**src/shared/gcs_pkg.sv**
```systemverilog
// package for the gauge control subcommand unit
package gcs_pkg;
  localparam logic [7:0] GCS_ADDR_CTRL_LO = 8'h00;
  localparam logic [7:0] GCS_ADDR_CTRL_HI = 8'h01;
  localparam logic [15:0] SC_STATUS = 16'h0000;
  localparam logic [15:0] SC_PART_TYPE = 16'h0001;
  localparam logic [15:0] SC_FW_REV = 16'h0002;
  localparam logic [15:0] SC_LAST_SUB = 16'h0007;
  localparam logic [15:0] SC_READ_CHEMISTRY_IDENTIFIER = 16'h0008;
  localparam logic [15:0] SC_LAST_SUB_MAX = 16'h0009;
  localparam logic [15:0] SC_OCV_REQ = 16'h000C;
  localparam logic [15:0] SC_PACK_IN = 16'h000D;
  localparam logic [15:0] SC_PACK_OUT = 16'h000E;
  localparam logic [15:0] SC_HIB_SET = 16'h0011;
  localparam logic [15:0] SC_HIB_CLR = 16'h0012;
  localparam logic [15:0] SC_DOZE_ON = 16'h0013;
  localparam logic [15:0] SC_DOZE_OFF = 16'h0014;
  localparam logic [15:0] SC_RESTORE = 16'h0015;
  localparam logic [15:0] SC_LOG_ON = 16'h0018;
  localparam logic [15:0] SC_LOG_OFF = 16'h0019;
  localparam logic [15:0] SC_STORE_REV = 16'h001F;
  localparam logic [15:0] SC_LOCK = 16'h0020;
  localparam logic [15:0] SC_ALGO_ON = 16'h0021;
  localparam logic [15:0] SC_ALGO_OFF = 16'h0023;
  localparam logic [15:0] SC_FULL_RESET = 16'h0041;
  localparam int CLK_HZ = 125_000_000;
  localparam int TICK_MS = 1000;
  localparam int PULSE_MS = 165;
  localparam int TICK_CYCLES = CLK_HZ / 1000 * TICK_MS;
  localparam int PULSE_CYCLES = CLK_HZ / 1000 * PULSE_MS;
  localparam logic [15:0] STATUS_RESET = 16'h0000;
  typedef struct packed {
    logic log_active_flag;
    logic full_access_locked_flag;
    logic locked;
    logic checksum_valid_flag;
    logic counter_cal_active;
    logic board_cal_active;
    logic open_voltage_done;
    logic open_voltage_failed;
    logic init_done_flag;
    logic hibernate_request;
    logic light_doze_enable;
    logic in_sleep;
    logic constant_power_model;
    logic resistance_update_off;
    logic voltage_good_flag;
    logic capacity_update_enable;
  } gcs_status_t;
  typedef struct packed {
    logic valid;
    logic [7:0] addr;
    logic [7:0] data;
  } gcs_wr_t;
endpackage : gcs_pkg

```
**src/hdl/gcs_unit.sv**
```systemverilog
// gauge control subcommand unit
`timescale 1ns/1ps
`default_nettype none
// Summary of operation
// host writes control command pair then two-byte subcommand selecting function
// low byte at lower address, high byte upper; act when both arrived
// subcommand 0x0000 puts status word on control addresses
// status high byte: log, full lock, lock, checksum, cc cal, board cal, ocv
// status low byte: init, hibernate, doze, sleep, power model, ra off, vok, qen
// init, ocv done and ocv failed bits set only with pack present
// 0x0001, 0x0002, 0x0008 return part type, firmware and chemistry codes
// 0x0007 returns previous subcommand, or 0x0007 if previous above 0x0009
// host sends voltage request only after init done is set
// voltage measurement starts at next 1 s tick, pin pulses 165 ms
// host cuts load below C/20 within 8 ms and holds through window
// voltage request while charge inhibit set sets measurement failed
// 0x000d sets pack present when insertion detect disabled
// 0x000e clears pack present when insertion detect disabled
// with insertion detect enabled, pack present follows thermistor detection
// 0x0011 sets hibernate request allowing hibernate after sleep
// hibernate request clears automatically when leaving hibernate
// 0x0012 clears hibernate request and forces exit from hibernate
// 0x0013 sets doze enable, 0x0014 clears it
// 0x0018 starts logging, 0x0019 stops it, both allowed when locked
// 0x001F returns storage revision, 0x0020 locks the part
// restore, lock, algo on, algo off and full reset refused when locked
// 0x0023 disables gauging algorithm, 0x0015 restores learned defaults
// undefined subcommand codes are ignored with status unchanged
module gcs_unit
  import gcs_pkg::*;
#(
  parameter int TICK_CYC = TICK_CYCLES,
  parameter int PULSE_CYC = PULSE_CYCLES,
  parameter logic [15:0] PART_TYPE = 16'h1234, // arbitrary value
  parameter logic [15:0] FW_REV = 16'h0101, // arbitrary value
  parameter logic [15:0] READ_CHEMISTRY_IDENTIFIER = 16'h0100,
  parameter logic [15:0] STORE_REV = 16'h0000
) (
  // clock and reset
  input wire logic i_clk,
  input wire logic i_sys_rst,
  // register port from serial engine
  input wire gcs_wr_t i_wr,
  input wire logic [7:0] i_rd_addr,
  output logic [7:0] o_rd_data,
  // gauge state inputs
  input wire logic i_insertion_detect_enable,
  input wire logic i_thermistor_pack_sense,
  input wire logic i_charge_inhibit_flag,
  input wire logic i_init_done,
  input wire logic i_in_sleep,
  input wire logic i_in_hibernate,
  input wire logic i_hibernate_exit,
  input wire logic i_ocv_result_bad,
  input wire logic i_checksum_valid,
  input wire logic i_counter_cal_active,
  input wire logic i_board_cal_active,
  input wire logic i_constant_power_model,
  input wire logic i_resistance_update_off,
  input wire logic i_voltage_good,
  // control outputs
  output logic o_soc_int,
  output logic o_pack_present_flag,
  output logic o_force_wake,
  output logic o_restore_defaults,
  output logic o_full_reset,
  output logic o_algo_enable,
  output logic [15:0] o_status
);
  gcs_status_t status_reg;
  logic [15:0] ctrl_reg;
  logic [7:0] lo_byte_reg;
  logic lo_seen_reg;
  logic [15:0] prev_sub_reg;
  logic cmd_fire;
  logic [15:0] cmd_code;
  logic locked_refuse;
  logic [2:0] sense_sync;
  logic sense_stable;
  logic ocv_pending_reg;
  logic [31:0] tick_cnt_reg;
  logic [31:0] pulse_cnt_reg;
  logic tick;
  logic pack_ok;

  assign cmd_code = {i_wr.data, lo_byte_reg};
  // act once the high byte completes the pair
  assign cmd_fire = i_wr.valid && i_wr.addr == GCS_ADDR_CTRL_HI && lo_seen_reg;

  assign locked_refuse = status_reg.locked && (cmd_code == SC_RESTORE || cmd_code == SC_LOCK
      || cmd_code == SC_ALGO_ON || cmd_code == SC_ALGO_OFF || cmd_code == SC_FULL_RESET);
  assign pack_ok = o_pack_present_flag;

  always_ff @(posedge i_clk or posedge i_sys_rst) begin
    if (i_sys_rst) begin
      lo_byte_reg <= 8'h00;
      lo_seen_reg <= 1'b0;
    end else if (i_wr.valid && i_wr.addr == GCS_ADDR_CTRL_LO) begin
      lo_byte_reg <= i_wr.data;
      lo_seen_reg <= 1'b1;
    end else if (cmd_fire) begin
      lo_seen_reg <= 1'b0;
    end
  end

  // thermistor sense, three stage, change counts when last two agree
  always_ff @(posedge i_clk or posedge i_sys_rst) begin
    if (i_sys_rst) begin
      sense_sync <= 3'h0;
      sense_stable <= 1'b0;
    end else begin
      sense_sync <= {sense_sync[1:0], i_thermistor_pack_sense};
      if (sense_sync[2] == sense_sync[1]) begin
        sense_stable <= sense_sync[2];
      end
    end
  end

  // pack present flag
  always_ff @(posedge i_clk or posedge i_sys_rst) begin
    if (i_sys_rst) begin
      o_pack_present_flag <= 1'b0;
    end else if (i_insertion_detect_enable) begin
      o_pack_present_flag <= sense_stable;
    end else if (cmd_fire && cmd_code == SC_PACK_IN) begin
      o_pack_present_flag <= 1'b1;
    end else if (cmd_fire && cmd_code == SC_PACK_OUT) begin
      o_pack_present_flag <= 1'b0;
    end
  end

  // 1 s tick divider
  always_ff @(posedge i_clk or posedge i_sys_rst) begin
    if (i_sys_rst) begin
      tick_cnt_reg <= 32'h0;
    end else if (tick_cnt_reg == 32'(TICK_CYC - 1)) begin
      tick_cnt_reg <= 32'h0;
    end else begin
      tick_cnt_reg <= tick_cnt_reg + 32'h1;
    end
  end
  assign tick = tick_cnt_reg == 32'(TICK_CYC - 1);

  // voltage measurement window on the interrupt pin
  always_ff @(posedge i_clk or posedge i_sys_rst) begin
    if (i_sys_rst) begin
      ocv_pending_reg <= 1'b0;
      pulse_cnt_reg <= 32'h0;
      o_soc_int <= 1'b0;
    end else begin
      if (cmd_fire && cmd_code == SC_OCV_REQ && !i_charge_inhibit_flag && pack_ok) begin
        ocv_pending_reg <= 1'b1;
      end else if (tick && ocv_pending_reg) begin
        ocv_pending_reg <= 1'b0;
      end
      if (tick && ocv_pending_reg) begin
        o_soc_int <= 1'b1;
        pulse_cnt_reg <= 32'(PULSE_CYC - 1);
      end else if (pulse_cnt_reg != 32'h0) begin
        pulse_cnt_reg <= pulse_cnt_reg - 32'h1;
      end else begin
        o_soc_int <= 1'b0;
      end
    end
  end

  // status word and command effects
  always_ff @(posedge i_clk or posedge i_sys_rst) begin
    if (i_sys_rst) begin
      status_reg <= gcs_status_t'(STATUS_RESET);
      o_algo_enable <= 1'b0;
    end else begin
      status_reg.checksum_valid_flag <= i_checksum_valid;
      status_reg.counter_cal_active <= i_counter_cal_active;
      status_reg.board_cal_active <= i_board_cal_active;
      status_reg.in_sleep <= i_in_sleep;
      status_reg.constant_power_model <= i_constant_power_model;
      status_reg.resistance_update_off <= i_resistance_update_off;
      status_reg.voltage_good_flag <= i_voltage_good;
      status_reg.full_access_locked_flag <= status_reg.locked;
      status_reg.init_done_flag <= i_init_done && pack_ok;
      if (i_hibernate_exit) begin
        status_reg.hibernate_request <= 1'b0;
      end
      if (cmd_fire && !locked_refuse) begin
        unique case (cmd_code)
          SC_OCV_REQ: begin
            status_reg.open_voltage_done <= 1'b0;
            status_reg.open_voltage_failed <= i_charge_inhibit_flag && pack_ok;
          end
          SC_HIB_SET: status_reg.hibernate_request <= 1'b1;
          SC_HIB_CLR: status_reg.hibernate_request <= 1'b0;
          SC_DOZE_ON: status_reg.light_doze_enable <= 1'b1;
          SC_DOZE_OFF: status_reg.light_doze_enable <= 1'b0;
          SC_LOG_ON: status_reg.log_active_flag <= 1'b1;
          SC_LOG_OFF: status_reg.log_active_flag <= 1'b0;
          SC_LOCK: status_reg.locked <= 1'b1;
          SC_ALGO_ON: begin
            o_algo_enable <= 1'b1;
            status_reg.capacity_update_enable <= 1'b1;
          end
          SC_ALGO_OFF: begin
            o_algo_enable <= 1'b0;
            status_reg.capacity_update_enable <= 1'b0;
          end
          default: begin
          end
        endcase
      end
      // a window that ends as a new request arrives still reports its result
      if (pulse_cnt_reg == 32'h1 && pack_ok) begin
        status_reg.open_voltage_done <= 1'b1;
        if (i_ocv_result_bad) begin
          status_reg.open_voltage_failed <= 1'b1;
        end
      end
    end
  end

  // one-cycle command strobes
  always_ff @(posedge i_clk or posedge i_sys_rst) begin
    if (i_sys_rst) begin
      o_force_wake <= 1'b0;
      o_restore_defaults <= 1'b0;
      o_full_reset <= 1'b0;
    end else begin
      o_force_wake <= cmd_fire && cmd_code == SC_HIB_CLR && i_in_hibernate;
      o_restore_defaults <= cmd_fire && cmd_code == SC_RESTORE && !locked_refuse;
      o_full_reset <= cmd_fire && cmd_code == SC_FULL_RESET && !locked_refuse;
    end
  end

  // control answer word and previous subcommand
  always_ff @(posedge i_clk or posedge i_sys_rst) begin
    if (i_sys_rst) begin
      ctrl_reg <= 16'h0000;
      prev_sub_reg <= 16'h0000;
    end else if (cmd_fire) begin
      prev_sub_reg <= cmd_code;
      unique case (cmd_code)
        SC_STATUS: ctrl_reg <= status_reg;
        SC_PART_TYPE: ctrl_reg <= PART_TYPE;
        SC_FW_REV: ctrl_reg <= FW_REV;
        SC_READ_CHEMISTRY_IDENTIFIER: ctrl_reg <= READ_CHEMISTRY_IDENTIFIER;
        SC_LAST_SUB: ctrl_reg <= (prev_sub_reg > SC_LAST_SUB_MAX)
            ? SC_LAST_SUB : prev_sub_reg;
        SC_STORE_REV: ctrl_reg <= STORE_REV;
        default: ctrl_reg <= ctrl_reg;
      endcase
    end else if (i_wr.valid && i_wr.addr == GCS_ADDR_CTRL_LO) begin
      ctrl_reg <= ctrl_reg;
    end
  end

  always_ff @(posedge i_clk or posedge i_sys_rst) begin
    if (i_sys_rst) begin
      o_rd_data <= 8'h00;
    end else if (i_rd_addr == GCS_ADDR_CTRL_LO) begin
      o_rd_data <= ctrl_reg[7:0];
    end else if (i_rd_addr == GCS_ADDR_CTRL_HI) begin
      o_rd_data <= ctrl_reg[15:8];
    end else begin
      o_rd_data <= 8'h00;
    end
  end
  assign o_status = status_reg;

  a_lock_sticky: assert property (@(posedge i_clk) disable iff (i_sys_rst)
    $rose(status_reg.locked) |=> status_reg.locked [*4]) else $error("lock dropped");
  a_doze_set: assert property (@(posedge i_clk) disable iff (i_sys_rst)
    cmd_fire && cmd_code == SC_DOZE_ON |=> status_reg.light_doze_enable)
    else $error("doze not set");
  a_doze_clr: assert property (@(posedge i_clk) disable iff (i_sys_rst)
    cmd_fire && cmd_code == SC_DOZE_OFF |=> !status_reg.light_doze_enable)
    else $error("doze not cleared");
  a_log_on: assert property (@(posedge i_clk) disable iff (i_sys_rst)
    cmd_fire && cmd_code == SC_LOG_ON |=> status_reg.log_active_flag)
    else $error("log not started");
  a_lock_refuse: assert property (@(posedge i_clk) disable iff (i_sys_rst)
    cmd_fire && status_reg.locked && cmd_code == SC_FULL_RESET |=> !o_full_reset)
    else $error("reset accepted while locked");
  a_init_pack: assert property (@(posedge i_clk) disable iff (i_sys_rst)
    status_reg.init_done_flag |-> $past(pack_ok)) else $error("init without pack");
  a_pack_in: assert property (@(posedge i_clk) disable iff (i_sys_rst)
    cmd_fire && cmd_code == SC_PACK_IN && !i_insertion_detect_enable |=> o_pack_present_flag)
    else $error("pack not forced");
  a_pulse_start: assert property (@(posedge i_clk) disable iff (i_sys_rst)
    tick && ocv_pending_reg |=> o_soc_int && pulse_cnt_reg == 32'(PULSE_CYC - 1))
    else $error("pulse not started");
  a_ocv_fail: assert property (@(posedge i_clk) disable iff (i_sys_rst)
    cmd_fire && cmd_code == SC_OCV_REQ && i_charge_inhibit_flag && pack_ok
    |=> status_reg.open_voltage_failed) else $error("ocv fail not set");
  // effects one cycle after the high byte fires, a hibernate exit or insertion detect enable
  a_ocv_wait: assert property (@(posedge i_clk) disable iff (i_sys_rst)
    cmd_fire && cmd_code == SC_OCV_REQ && !i_charge_inhibit_flag && pack_ok
    |=> ocv_pending_reg) else $error("ocv request not pending");
  a_hib_set: assert property (@(posedge i_clk) disable iff (i_sys_rst)
    cmd_fire && cmd_code == SC_HIB_SET |=> status_reg.hibernate_request)
    else $error("hibernate request not set");
  a_hib_exit: assert property (@(posedge i_clk) disable iff (i_sys_rst)
    i_hibernate_exit && !(cmd_fire && cmd_code == SC_HIB_SET)
    |=> !status_reg.hibernate_request) else $error("hibernate request kept on exit");
  a_hib_clr: assert property (@(posedge i_clk) disable iff (i_sys_rst)
    cmd_fire && cmd_code == SC_HIB_CLR |=> !status_reg.hibernate_request)
    else $error("hibernate request not cleared");
  a_wake_pulse: assert property (@(posedge i_clk) disable iff (i_sys_rst)
    cmd_fire && cmd_code == SC_HIB_CLR && i_in_hibernate |=> o_force_wake)
    else $error("no forced wake");
  a_log_off: assert property (@(posedge i_clk) disable iff (i_sys_rst)
    cmd_fire && cmd_code == SC_LOG_OFF |=> !status_reg.log_active_flag)
    else $error("log not stopped");
  a_lock_set: assert property (@(posedge i_clk) disable iff (i_sys_rst)
    cmd_fire && cmd_code == SC_LOCK |=> status_reg.locked)
    else $error("lock not taken");
  a_algo_refuse: assert property (@(posedge i_clk) disable iff (i_sys_rst)
    cmd_fire && status_reg.locked && (cmd_code == SC_ALGO_ON || cmd_code == SC_ALGO_OFF)
    |=> $stable(o_algo_enable)) else $error("algo change accepted while locked");
  a_restore_refuse: assert property (@(posedge i_clk) disable iff (i_sys_rst)
    cmd_fire && status_reg.locked && cmd_code == SC_RESTORE |=> !o_restore_defaults)
    else $error("restore accepted while locked");
  a_restore_go: assert property (@(posedge i_clk) disable iff (i_sys_rst)
    cmd_fire && !status_reg.locked && cmd_code == SC_RESTORE |=> o_restore_defaults)
    else $error("restore not issued");
  a_pack_out: assert property (@(posedge i_clk) disable iff (i_sys_rst)
    cmd_fire && cmd_code == SC_PACK_OUT && !i_insertion_detect_enable
    |=> !o_pack_present_flag) else $error("pack not cleared");
  a_pack_sense: assert property (@(posedge i_clk) disable iff (i_sys_rst)
    i_insertion_detect_enable |=> o_pack_present_flag == $past(sense_stable))
    else $error("pack flag not following sense");
  a_status_answer: assert property (@(posedge i_clk) disable iff (i_sys_rst)
    cmd_fire && cmd_code == SC_STATUS |=> ctrl_reg == $past(status_reg))
    else $error("status word not answered");
  a_part_answer: assert property (@(posedge i_clk) disable iff (i_sys_rst)
    cmd_fire && cmd_code == SC_PART_TYPE |=> ctrl_reg == PART_TYPE)
    else $error("part type not answered");
  a_last_cap: assert property (@(posedge i_clk) disable iff (i_sys_rst)
    cmd_fire && cmd_code == SC_LAST_SUB |=> ctrl_reg <= SC_LAST_SUB_MAX)
    else $error("last code above limit");
  c_ocv: cover property (@(posedge i_clk) $rose(o_soc_int));
  c_lock: cover property (@(posedge i_clk) $rose(status_reg.locked));
  c_status_read: cover property (@(posedge i_clk) cmd_fire && cmd_code == SC_STATUS);
  c_wake: cover property (@(posedge i_clk) o_force_wake);
  c_pack_sensed: cover property (@(posedge i_clk) i_insertion_detect_enable && $rose(pack_ok));
endmodule : gcs_unit
`default_nettype wire

```
**config.mk**
```make
export PLATFORM = sky130hd
export DESIGN_NAME = gcs_unit
export DESIGN_NICKNAME = d
export VERILOG_FILES = /design/src/shared/gcs_pkg.sv /design/src/hdl/gcs_unit.sv
export SDC_FILE = /design/constraint.sdc
export NUM_CORES = 1
export LEC_CHECK = 0
export ABC_CLOCK_PERIOD_IN_PS = 3900
export BUFFER_PORTS_ARGS = -buffer_cell sky130_fd_sc_hd__buf_2
export CAP_MARGIN = 30
export CORE_MARGIN = 4
export CORE_UTILIZATION = 53
export CTS_CLUSTER_DIAMETER = 150
export DETAILED_ROUTE_END_ITERATION = 10
export GPL_ROUTABILITY_DRIVEN = 1
export GPL_TIMING_DRIVEN = 0
export PLACE_DENSITY_LB_ADDON = 0.25
export SETUP_SLACK_MARGIN = 0.2
export SYNTH_ARGS = -nofsm -noshare
export SYNTH_HDL_FRONTEND = slang
export SYNTH_SLANG_ARGS = --single-unit
```
**constraint.sdc**
```tcl
create_clock -name i_clk -period 3.9 [get_ports i_clk]
set_input_delay 0.195 -clock i_clk [delete_from_list [all_inputs] [get_ports i_clk]]
set_output_delay 0.195 -clock i_clk [all_outputs]
set_load 0.005 [all_outputs]
```
# Yosys cells after proc, flatten, opt, wreduce, memory -nomap -nowiden
# Cells that the tools add are included.
# word_totals
register_bits	139
latch_bits	0
mem_bits_rw	0
rom_bits	0
in_bits	41
output_inout_bits	30
word_cells	131
mem_count	0
# op_classes
add_sub_neg	2
n_mul	0
div_mod_pow	0
magnitude_cmp	1
eq_ne	25
n_shift	0
mux	26
bitwise_logic	0
reduce_logical	46
# op_table
op	n
16-bit by 5-bit == test with 1-bit output (second input constant)	8
32-bit two-way mux	3
16-bit case mux with 6 select lines	1
16-bit by 4-bit == test with 1-bit output (second input constant)	4
16-bit by 6-bit == test with 1-bit output (second input constant)	3
32-bit by 1-bit adder with 32-bit output (second input constant)	1
32-bit by 1-bit == test with 1-bit output (second input constant)	1
32-bit by 27-bit == test with 1-bit output (second input constant)	1
32-bit nonzero test	1
32-bit by 1-bit subtractor with 32-bit output (second input constant)	1
1-bit logical AND	20
16-bit by 1-bit == test with 1-bit output (second input constant)	1
16-bit by 2-bit == test with 1-bit output (second input constant)	1
16-bit by 3-bit == test with 1-bit output (second input constant)	1
16-bit by 7-bit == test with 1-bit output (second input constant)	1
8-bit by 1-bit == test with 1-bit output (second input constant)	2
16-bit by 4-bit greater-than comparator with 1-bit output (second input constant)	1
16-bit logical NOT	1
8-bit logical NOT	2
16-bit two-way mux	1
8-bit two-way mux	2
2-bit nonzero test	8
2-bit AND reduction	6
1-bit two-way mux	11
8 further kinds	18

# Logic depth before layout (Yosys ltp)
# Gate-level depths: netlist of run 1.
# depth
depth_word	11
mapped_depth	8
mapped_depth_nobuf	7

# Worst setup path before layout of run 1
# OpenSTA, ideal clock, no wires.
# synth_path
path_kind	reg-to-reg
start	register pulse_cnt_reg[4]
end	register pulse_cnt_reg[19]
arrival_time_ns	2.280
required_time_ns	3.769
slack_ns	1.489
stages_incl_launch_ff	6
n_path_buf	0
cell_sequence	dfrtp_1 > or4_4 > or4_1 > a211o_1 > o31a_1 > or3_1
# synth_via
elab_chain_len	3
# synth_lines
element	line	source
start: declaration	gcs_unit.sv:82	logic [31:0] pulse_cnt_reg;
start signal: assignment	gcs_unit.sv:158	pulse_cnt_reg <= 32'(PULSE_CYC - 1);
start signal: assignment	gcs_unit.sv:160	pulse_cnt_reg <= pulse_cnt_reg - 32'h1;
32-bit by 1-bit subtractor with 32-bit output	gcs_unit.sv:160	
32-bit two-way mux	gcs_unit.sv:159	end else if (pulse_cnt_reg != 32'h0) begin
32-bit two-way mux	gcs_unit.sv:156	if (tick && ocv_pending_reg) begin
# Parallel ways exist; a longest one is shown, timed or not. The select of a mux whose other input is x is not followed.
# A chain may end at the register's enable or synchronous reset.

# Final worst setup path of run 1
# layout_path
start	register pulse_cnt_reg[18]
end	register pulse_cnt_reg[21]
# Same word-level chain as after synthesis.

==> results.ini, run 1 <==
[worst_setup_path]
crit_path_max_incr_delay_ns = 0.74
critPathRequiredTime_ns = 4.20
worstPathCellList = nor3_1 -> nand4_1 -> nor3_1 -> buf_2 -> nor3_1 -> or3b_1
critPathKind = flip-flop to flip-flop
critical-path-slowest-cell = nor3_1
worstPathArrival_ns = 3.25
critPathMaxFanout = 10
crit_buf_inv = 1
crit_top_cell = nor3_1
end_kind = flip-flop
worstSetupStartpointType = flip-flop
cp_top_family = simple AND/OR/NAND/NOR gates

[finish]
diodes = 0
final_cells = 947
nNetsFinal = 812
multi_input_area_um2 = 2970
drive_gt1_frac = 0.167
fillers = 989
regArea_um2 = 3480
area_growth_pct = 21.0

[power]
power_frac_seq = 0.437
power.internal_uw = 2650
p_sw_uw = 721
combPwrFrac = 0.041
power.leakage_uw = 0.00399
p_sw_frac = 0.214
vdd_drop_max_mv = 0.355
p_clk_frac = 0.521
p_per_area_nw_per_um2 = 421

[clock_tree]
htree_levels = 4
cts_tree = done
cts-buffers-inserted = 17
insertion_delay_ns = 0.42
cts-root-buf = clkbuf_16
clk_pin_slew_ns = 0.06
cts_sinks = 139
cts_setup_buffers = 0
cts_max_path_buffers = 2

[grt]
top_usage_layer = met2
gr-total-overflow = 0
antenna_found_initial = 0
track_usage = 0.237
grtUsageMet3 = 0.0500
grt_pass1_vias = 5556
grt_pass1_wl_um = 27300
grt_max_degree = 43
met1_usage = 0.316
met2_usage = 0.384

[synthesis]
synth_nets = 708
synth.distinct_cells = 60
async_flop_share = 1.00
synth_seq_cells = 139
yosysSeqAreaShare = 0.526
ys_warn_count = 0
postSynthCellCount = 663
syn_avg_cell_area_um2 = 9.98
synth_edf_count = 0
synth_flop_cell = dfrtp_1
syn-cell-area_um2 = 6620

[sta]
relSlewSlack = 0.353
setup_viol = 0
rsz0062_at_grt = no
clock_skew_ns = 0.0129
slew_violations = 0
min_period_ns = 2.95
tns_ns = 0
fmax_mhz = 339
finalHoldViolCount = 0
finalCritPeriodShare = 0.755
worst_pin_slew_ns = 0.968

[placed_design]
dp_hpwl_um = 11500
place_congestion = 0.936
placed_cells_incl_taps = 904
portBuffers = 69

[routing]
drt-pass1-iter-count = 5
routedWlPerCell_um = 17.2
drtIter0Drc = 412
drc_errors = 0
vias = 5594
via_per_inst = 5.91
antenna_left = 0
wirelength_um = 16300

[floorplan]
fp.dieH_um = 120
num_io_pins = 71
start_util = 0.546
fp.dieW_um = 120
fp.dieArea_um2 = 14300
fp-row-count = 40
coreArea_um2 = 12100

[flow_run]
maxCapViolations = 0

[status]
status = finished clean

[worst_hold_path]
hold_class = input port to flip-flop

==> metrics by stage <==
step                instance area [um2]  power, uW  setup WS (ns)  hold WS (ns)   util
CTS                                8000       3390           1.03       0.00288  0.661
global placement                   7180       1620           1.08         0.303  0.592
finish                             8010       3370          0.954        0.0108  0.661
detailed placement                 7250       1630           1.03         0.304  0.598
floorplan                          6620       1560           1.49         0.226      -
global route                       8010       3470          0.698        0.0177  0.661
==> metal layers <==
metal	wire, um	vias up
li1	-	2625
met2	8030	212
met1	7000	2725
met4	360	0
met3	910	32
met5	0	-
==> placed cells by master, fill, tap and decap left out, types with 4 or more instances in the layout <==
cell type | synthesis | routed
and4_1 | 8 | 8
nor3_1 | 22 | 22
nand4_1 | 23 | 23
xnor2_1 | 13 | 13
a21oi_1 | 23 | 23
and2_1 | 6 | 6
or4_1 | 15 | 15
bufinv_16 | 0 | 5
o21ai_0 | 30 | 30
clkinv_4 | 0 | 4
nand3_1 | 25 | 25
nor2_1 | 50 | 50
clkbuf_16 | 0 | 17
nor3b_1 | 5 | 5
ha_1 | 4 | 4
nor4b_1 | 7 | 7
buf_1 | 4 | 4
and3_1 | 7 | 7
o31ai_1 | 7 | 7
dlygate4sd3_1 | 0 | 11
or2_2 | 4 | 4
mux2_2 | 8 | 8
a22o_1 | 7 | 7
mux2i_1 | 13 | 13
or3_1 | 17 | 17
nor4_1 | 28 | 28
xor2_1 | 23 | 23
buf_2 | 3 | 74
dfrtp_1 | 139 | 139
nand2_1 | 85 | 85
nand2b_1 | 7 | 7
inv_1 | 16 | 15
clkbuf_1 | 18 | 18
==> Yosys cell counts (4+ instances only) <==
cell type	instances	area, um2
a21oi_1	23	115
xnor2_1	13	114
clkbuf_1	18	67.6
nor4_1	28	175
inv_1	16	60.1
mux2i_1	13	130
or2_2	4	25.0
nor4b_1	7	61.3
dfrtp_1	139	3480
or3_1	17	106
o21ai_0	30	150
or4_1	15	113
xor2_1	23	201
buf_1	4	15.0
and3_1	7	43.8
a22o_1	7	61.3
nor3b_1	5	37.5
mux2_2	8	90.1
nand2_1	85	319
nand2b_1	7	43.8
nor2_1	50	188
and4_1	8	70.1
and2_1	6	37.5
o31ai_1	7	52.6
ha_1	4	50.1
nand4_1	23	144
nor3_1	22	110
nand3_1	25	125
==> timing repair <==
item | CTS | global route
hold buffers | 11 | 0
endpoints found under the hold margin | 45 | 0
resized for setup | 0 | 0
==> layout make-up <==
| class | instances | share of cell area |
|---|---|---|
| repair buffers | 85 | 0.0666 |
| multi-input cells | 482 | 0.371 |
| clock inverters | 14 | 0.0275 |
| well taps | 168 | 0.0262 |
| clock buffers | 17 | 0.0531 |
| inverters | 16 | 0.00797 |
| flip-flops and latches | 139 | 0.434 |
| plain buffers | 26 | 0.0131 |
==> worst min-delay path, stage by stage <==
cell     delay, ns
buf_2         0.10
nand2_1       0.05
nand2_1       0.05
==> cell families after synthesis <==
| family | Yosys count | share of synthesized area |
|---|---|---|
| mux | 21 | 0.0333 |
| simple gates | 327 | 0.270 |
| fa+ha+maj | 6 | 0.0106 |
| compound gates | 92 | 0.0879 |
| xor+xnor | 36 | 0.0477 |
| buf+inv | 42 | 0.0250 |
| flops | 139 | 0.526 |
==> path summary, 6_finish.rpt <==
kind | start | to | slack (ns) | cells after the start
worst max-delay path | pulse_cnt_reg[18] | pulse_cnt_reg[21] | 0.95 | 6
worst min-delay path | i_wr[1] | prev_sub_reg[9] | 0.01 | 3
worst max register to register | pulse_cnt_reg[18] | pulse_cnt_reg[21] | 0.95 | 6
worst min register to register | sense_sync[0] | sense_sync[1] | 0.36 | 0
max in group asynchronous | i_sys_rst | tick_cnt_reg[12] | 2.57 | 5
min in group asynchronous | i_sys_rst | o_rd_data[7] | 0.48 | 3
==> power groups by stage <==
stage	clock (uW)	sequential, uW	combinational [uW]
after floorplan	0	1490	69.2
after global placement	0	1500	117
after detailed placement	0	1500	130
after CTS	1780	1470	139
after global routing	1840	1470	154
final	1760	1470	140
Power figures use the tool's default switching activity.
==> inputs of run 2 (changes only) <==
- ABC_AREA: not set -> 1
- ABC_CLOCK_PERIOD_IN_PS: 3900 -> 3100
- CORE_UTILIZATION: 53 -> 60
- clock period: 3.9 -> 3.1 ns (I/O delays scaled with it)
==> run 2 against run 1 <==
Effect of this change: final area is 8.9% higher; register-to-register slack hardly changed; cell count is 28% higher; power is 30% higher; largest power group unchanged; highest routed layer unchanged.
==> results.ini, run 2 <==
[sta]
finalCritPeriodShare = 0.691  ; was 0.755
tns_ns = 0  ; unchanged
fmax_mhz = 467  ; was 339 MHz
rsz0062_at_grt = no  ; unchanged
min_period_ns = 2.14  ; was 2.95 ns
worst_pin_slew_ns = 0.741  ; was 0.968 ns
clock_skew_ns = 0.00569  ; was 0.0129 ns
setup_viol = 0  ; unchanged
finalHoldViolCount = 0  ; unchanged
relSlewSlack = 0.501  ; was 0.353
slew_violations = 0  ; unchanged

[worst_setup_path]
worstPathArrival_ns = 2.43  ; was 3.25 ns
worstSetupStartpointType = flip-flop  ; unchanged
critical-path-slowest-cell = dfrtp_1  ; was nor3_1
crit_path_max_incr_delay_ns = 0.41  ; was 0.74 ns
worstPathCellList = nand2_1 -> inv_1 -> nand4_1 -> nor3_1 -> nand3_1 -> clkinv_1 -> buf_6 -> nor3_1  ; was nor3_1 -> nand4_1 -> nor3_1 -> buf_2 -> nor3_1 -> or3b_1
end_kind = flip-flop  ; unchanged
critPathRequiredTime_ns = 3.39  ; was 4.20 ns
critPathMaxFanout = 10  ; unchanged
critPathKind = flip-flop to flip-flop  ; unchanged
crit_top_cell = nor3_1  ; unchanged

[finish]
diodes = 0  ; unchanged
final_cells = 1210  ; was 947
final_cell_mix = nand2_1 (203), nor2_1 (151), dfrtp_1 (139), inv_1 (135), buf_2 (72)  ; was dfrtp_1 (139), nand2_1 (85), buf_2 (74), nor2_1 (50), o21ai_0 (30)
fillers = 926  ; was 989
nNetsFinal = 1095  ; was 812
drive_gt1_frac = 0.128  ; was 0.167
area_growth_pct = 19.2  ; was 21.0%
final_common_cell = nand2_1  ; was dfrtp_1

[grt]
antenna_found_initial = 0  ; unchanged
track_usage = 0.264  ; was 0.237
grt_pass1_wl_um = 30100  ; was 27300 um
grt_pass1_vias = 6467  ; was 5556
gr-total-overflow = 0  ; unchanged
grt_max_degree = 46  ; was 43

[synthesis]
synth_flop_cell = dfrtp_1  ; unchanged
syn-cell-area_um2 = 7320  ; was 6620 um2
postSynthCellCount = 947  ; was 663
synth_xor_area_frac = 0.0551  ; was 0.0477
synth_mux_area_frac = 0  ; was 0.0333
synth.distinct_cells = 39  ; was 60
synth_top_area_cell = dfrtp_1  ; unchanged
synth_edf_count = 0  ; unchanged
synth_fa_ha_area_frac = 0.00821  ; was 0.0106
synth_nets = 992  ; was 708
syn_avg_cell_area_um2 = 7.73  ; was 9.98 um2
synth_seq_cells = 139  ; unchanged
synth_commonest_cells = nand2_1 (203), nor2_1 (151), dfrtp_1 (139)  ; was dfrtp_1 (139), nand2_1 (85), nor2_1 (50)
synth_top_family_by_area = simple AND/OR/NAND/NOR gates  ; unchanged
synth_top_area_share = 0.475  ; was 0.526
yosysMostFrequentCell = nand2_1  ; was dfrtp_1
yosys.area_share.simple = 0.323  ; was 0.270
ys_top_cells_by_area = dfrtp_1 (48%), nand2_1 (10%), nor2_1 (7.7%), inv_1 (7.0%), nand3_1 (4.8%)  ; was dfrtp_1 (53%), nand2_1 (4.8%), xor2_1 (3.0%), nor2_1 (2.8%), nor4_1 (2.6%)
yosysSeqAreaShare = 0.475  ; was 0.526
async_flop_share = 1.00  ; unchanged
ys_warn_count = 0  ; unchanged
synth-compound-area-share = 0.0545  ; was 0.0879

[floorplan]
fp.dieW_um = 118  ; was 120 um
start_util = 0.612  ; was 0.546
num_io_pins = 71  ; unchanged
fp.dieH_um = 118  ; was 120 um
fp.dieArea_um2 = 14000  ; was 14300 um2
fp-row-count = 40  ; unchanged
coreArea_um2 = 12000  ; was 12100 um2

[power]
p_sw_uw = 879  ; was 721 uW
combPwrFrac = 0.038  ; was 0.041
p_sw_frac = 0.201  ; was 0.214
power_frac_seq = 0.424  ; was 0.437
p_clk_frac = 0.538  ; was 0.521
p_per_area_nw_per_um2 = 501  ; was 421 nW/um2
power.internal_uw = 3490  ; was 2650 uW
vdd_drop_max_mv = 0.674  ; was 0.355 mV
power.leakage_uw = 0.00467  ; was 0.00399 uW

[routing]
drt-pass1-iter-count = 5  ; unchanged
vias = 6580  ; was 5594
antenna_left = 0  ; unchanged
drc_errors = 0  ; unchanged
via_per_inst = 5.44  ; was 5.91
routedWlPerCell_um = 14.8  ; was 17.2 um
drtIter0Drc = 608  ; was 412
wirelength_um = 17900  ; was 16300 um

[status]
status = finished clean  ; unchanged

[placed_design]
portBuffers = 70  ; was 69
placed_cells_incl_taps = 1167  ; was 904
dp_hpwl_um = 13100  ; was 11500 um
place_congestion = 0.961  ; was 0.936

[clock_tree]
cts_hold_buf = 11  ; unchanged
cts-root-buf = clkbuf_16  ; unchanged
cts_resized = 0  ; unchanged
cts_tree = done  ; unchanged
cts_max_path_buffers = 2  ; unchanged
insertion_delay_ns = 0.42  ; about the same
cts-buffers-inserted = 17  ; unchanged
clk_pin_slew_ns = 0.06  ; about the same
cts_setup_buffers = 0  ; unchanged
htree_levels = 4  ; unchanged
cts_sinks = 139  ; unchanged

[worst_hold_path]
hold_class = input port to flip-flop  ; unchanged

[flow_run]
maxCapViolations = 0  ; unchanged

-- run 2: routing by layer --
| layer | global-route usage | share of wire |
|---|---|---|
| met5 | 0 | 0 |
| met4 | 0.0768 | 0.016 |
| met3 | 0.0560 | 0.054 |
| met2 | 0.435 | 0.48 |
| met1 | 0.355 | 0.45 |
-- run 2: through the flow --
stage                     worst slack, ns  utilization  total power [uW]  hold slack, ns  area (um2)
final                               0.958        0.729              4370          0.0123        8720
after detailed placement            0.961        0.662              2040           0.265        7920
after global routing                0.746        0.729              4500          0.0247        8720
after global placement              0.420        0.657              2030           0.263        7860
after floorplan                      1.21            -              1970           0.186        7320
after CTS                           0.961        0.729              4390         0.00886        8720
-- run 2: final cells by class --
class,count,area [um2],area share
buffer,14,85.1,0.00976
multi-input combinational,654,3230,0.370
tap,147,184,0.0211
timing repair buffer,84,520,0.0597
clock inverter,10,210,0.0241
inverter,140,529,0.0607
sequential,139,3480,0.399
clock buffer,22,484,0.0555
-- run 2: cell families (layout without fill, tap and decap cells) --
group	count (synthesis)	after routing
DFF	139	139
and+or+nand+nor	531	531
adders and majority gates	5	5
buffers and inverters	154	270
xor gates and xnor gates	46	46
AOI/OAI and AO/OA	72	72
-- run 2: power by group through the flow --
stage | registers (uW) | clock network (uW) | logic, uW
5_1_grt | 1850 | 2460 | 188
4_1_cts | 1850 | 2370 | 168
3_5_place_dp | 1880 | 0 | 155
6_report | 1850 | 2350 | 166
2_1_floorplan | 1880 | 0 | 86.1
3_3_place_gp | 1880 | 0 | 143
-- run 2: critical path: cells and delay by family (launching register included) --
family | cells | cell delay [ns]
DFF | 1 | 0.41
and+or+nand+nor | 5 | 0.95
buffers and inverters | 3 | 0.64
-- run 2: final timing paths --
check	startpoint	endpoint	slack, ns	cells past startpoint
min in group asynchronous	i_sys_rst	o_status[11]	0.41	3
worst min register to register	sense_sync[0]	sense_sync[1]	0.35	0
max in group asynchronous	i_sys_rst	lo_byte_reg[1]	1.57	6
worst max register to register	tick_cnt_reg[20]	pulse_cnt_reg[31]	0.96	8
worst max-delay path	tick_cnt_reg[20]	pulse_cnt_reg[31]	0.96	8
worst min-delay path	i_wr[7]	lo_byte_reg[7]	0.01	3
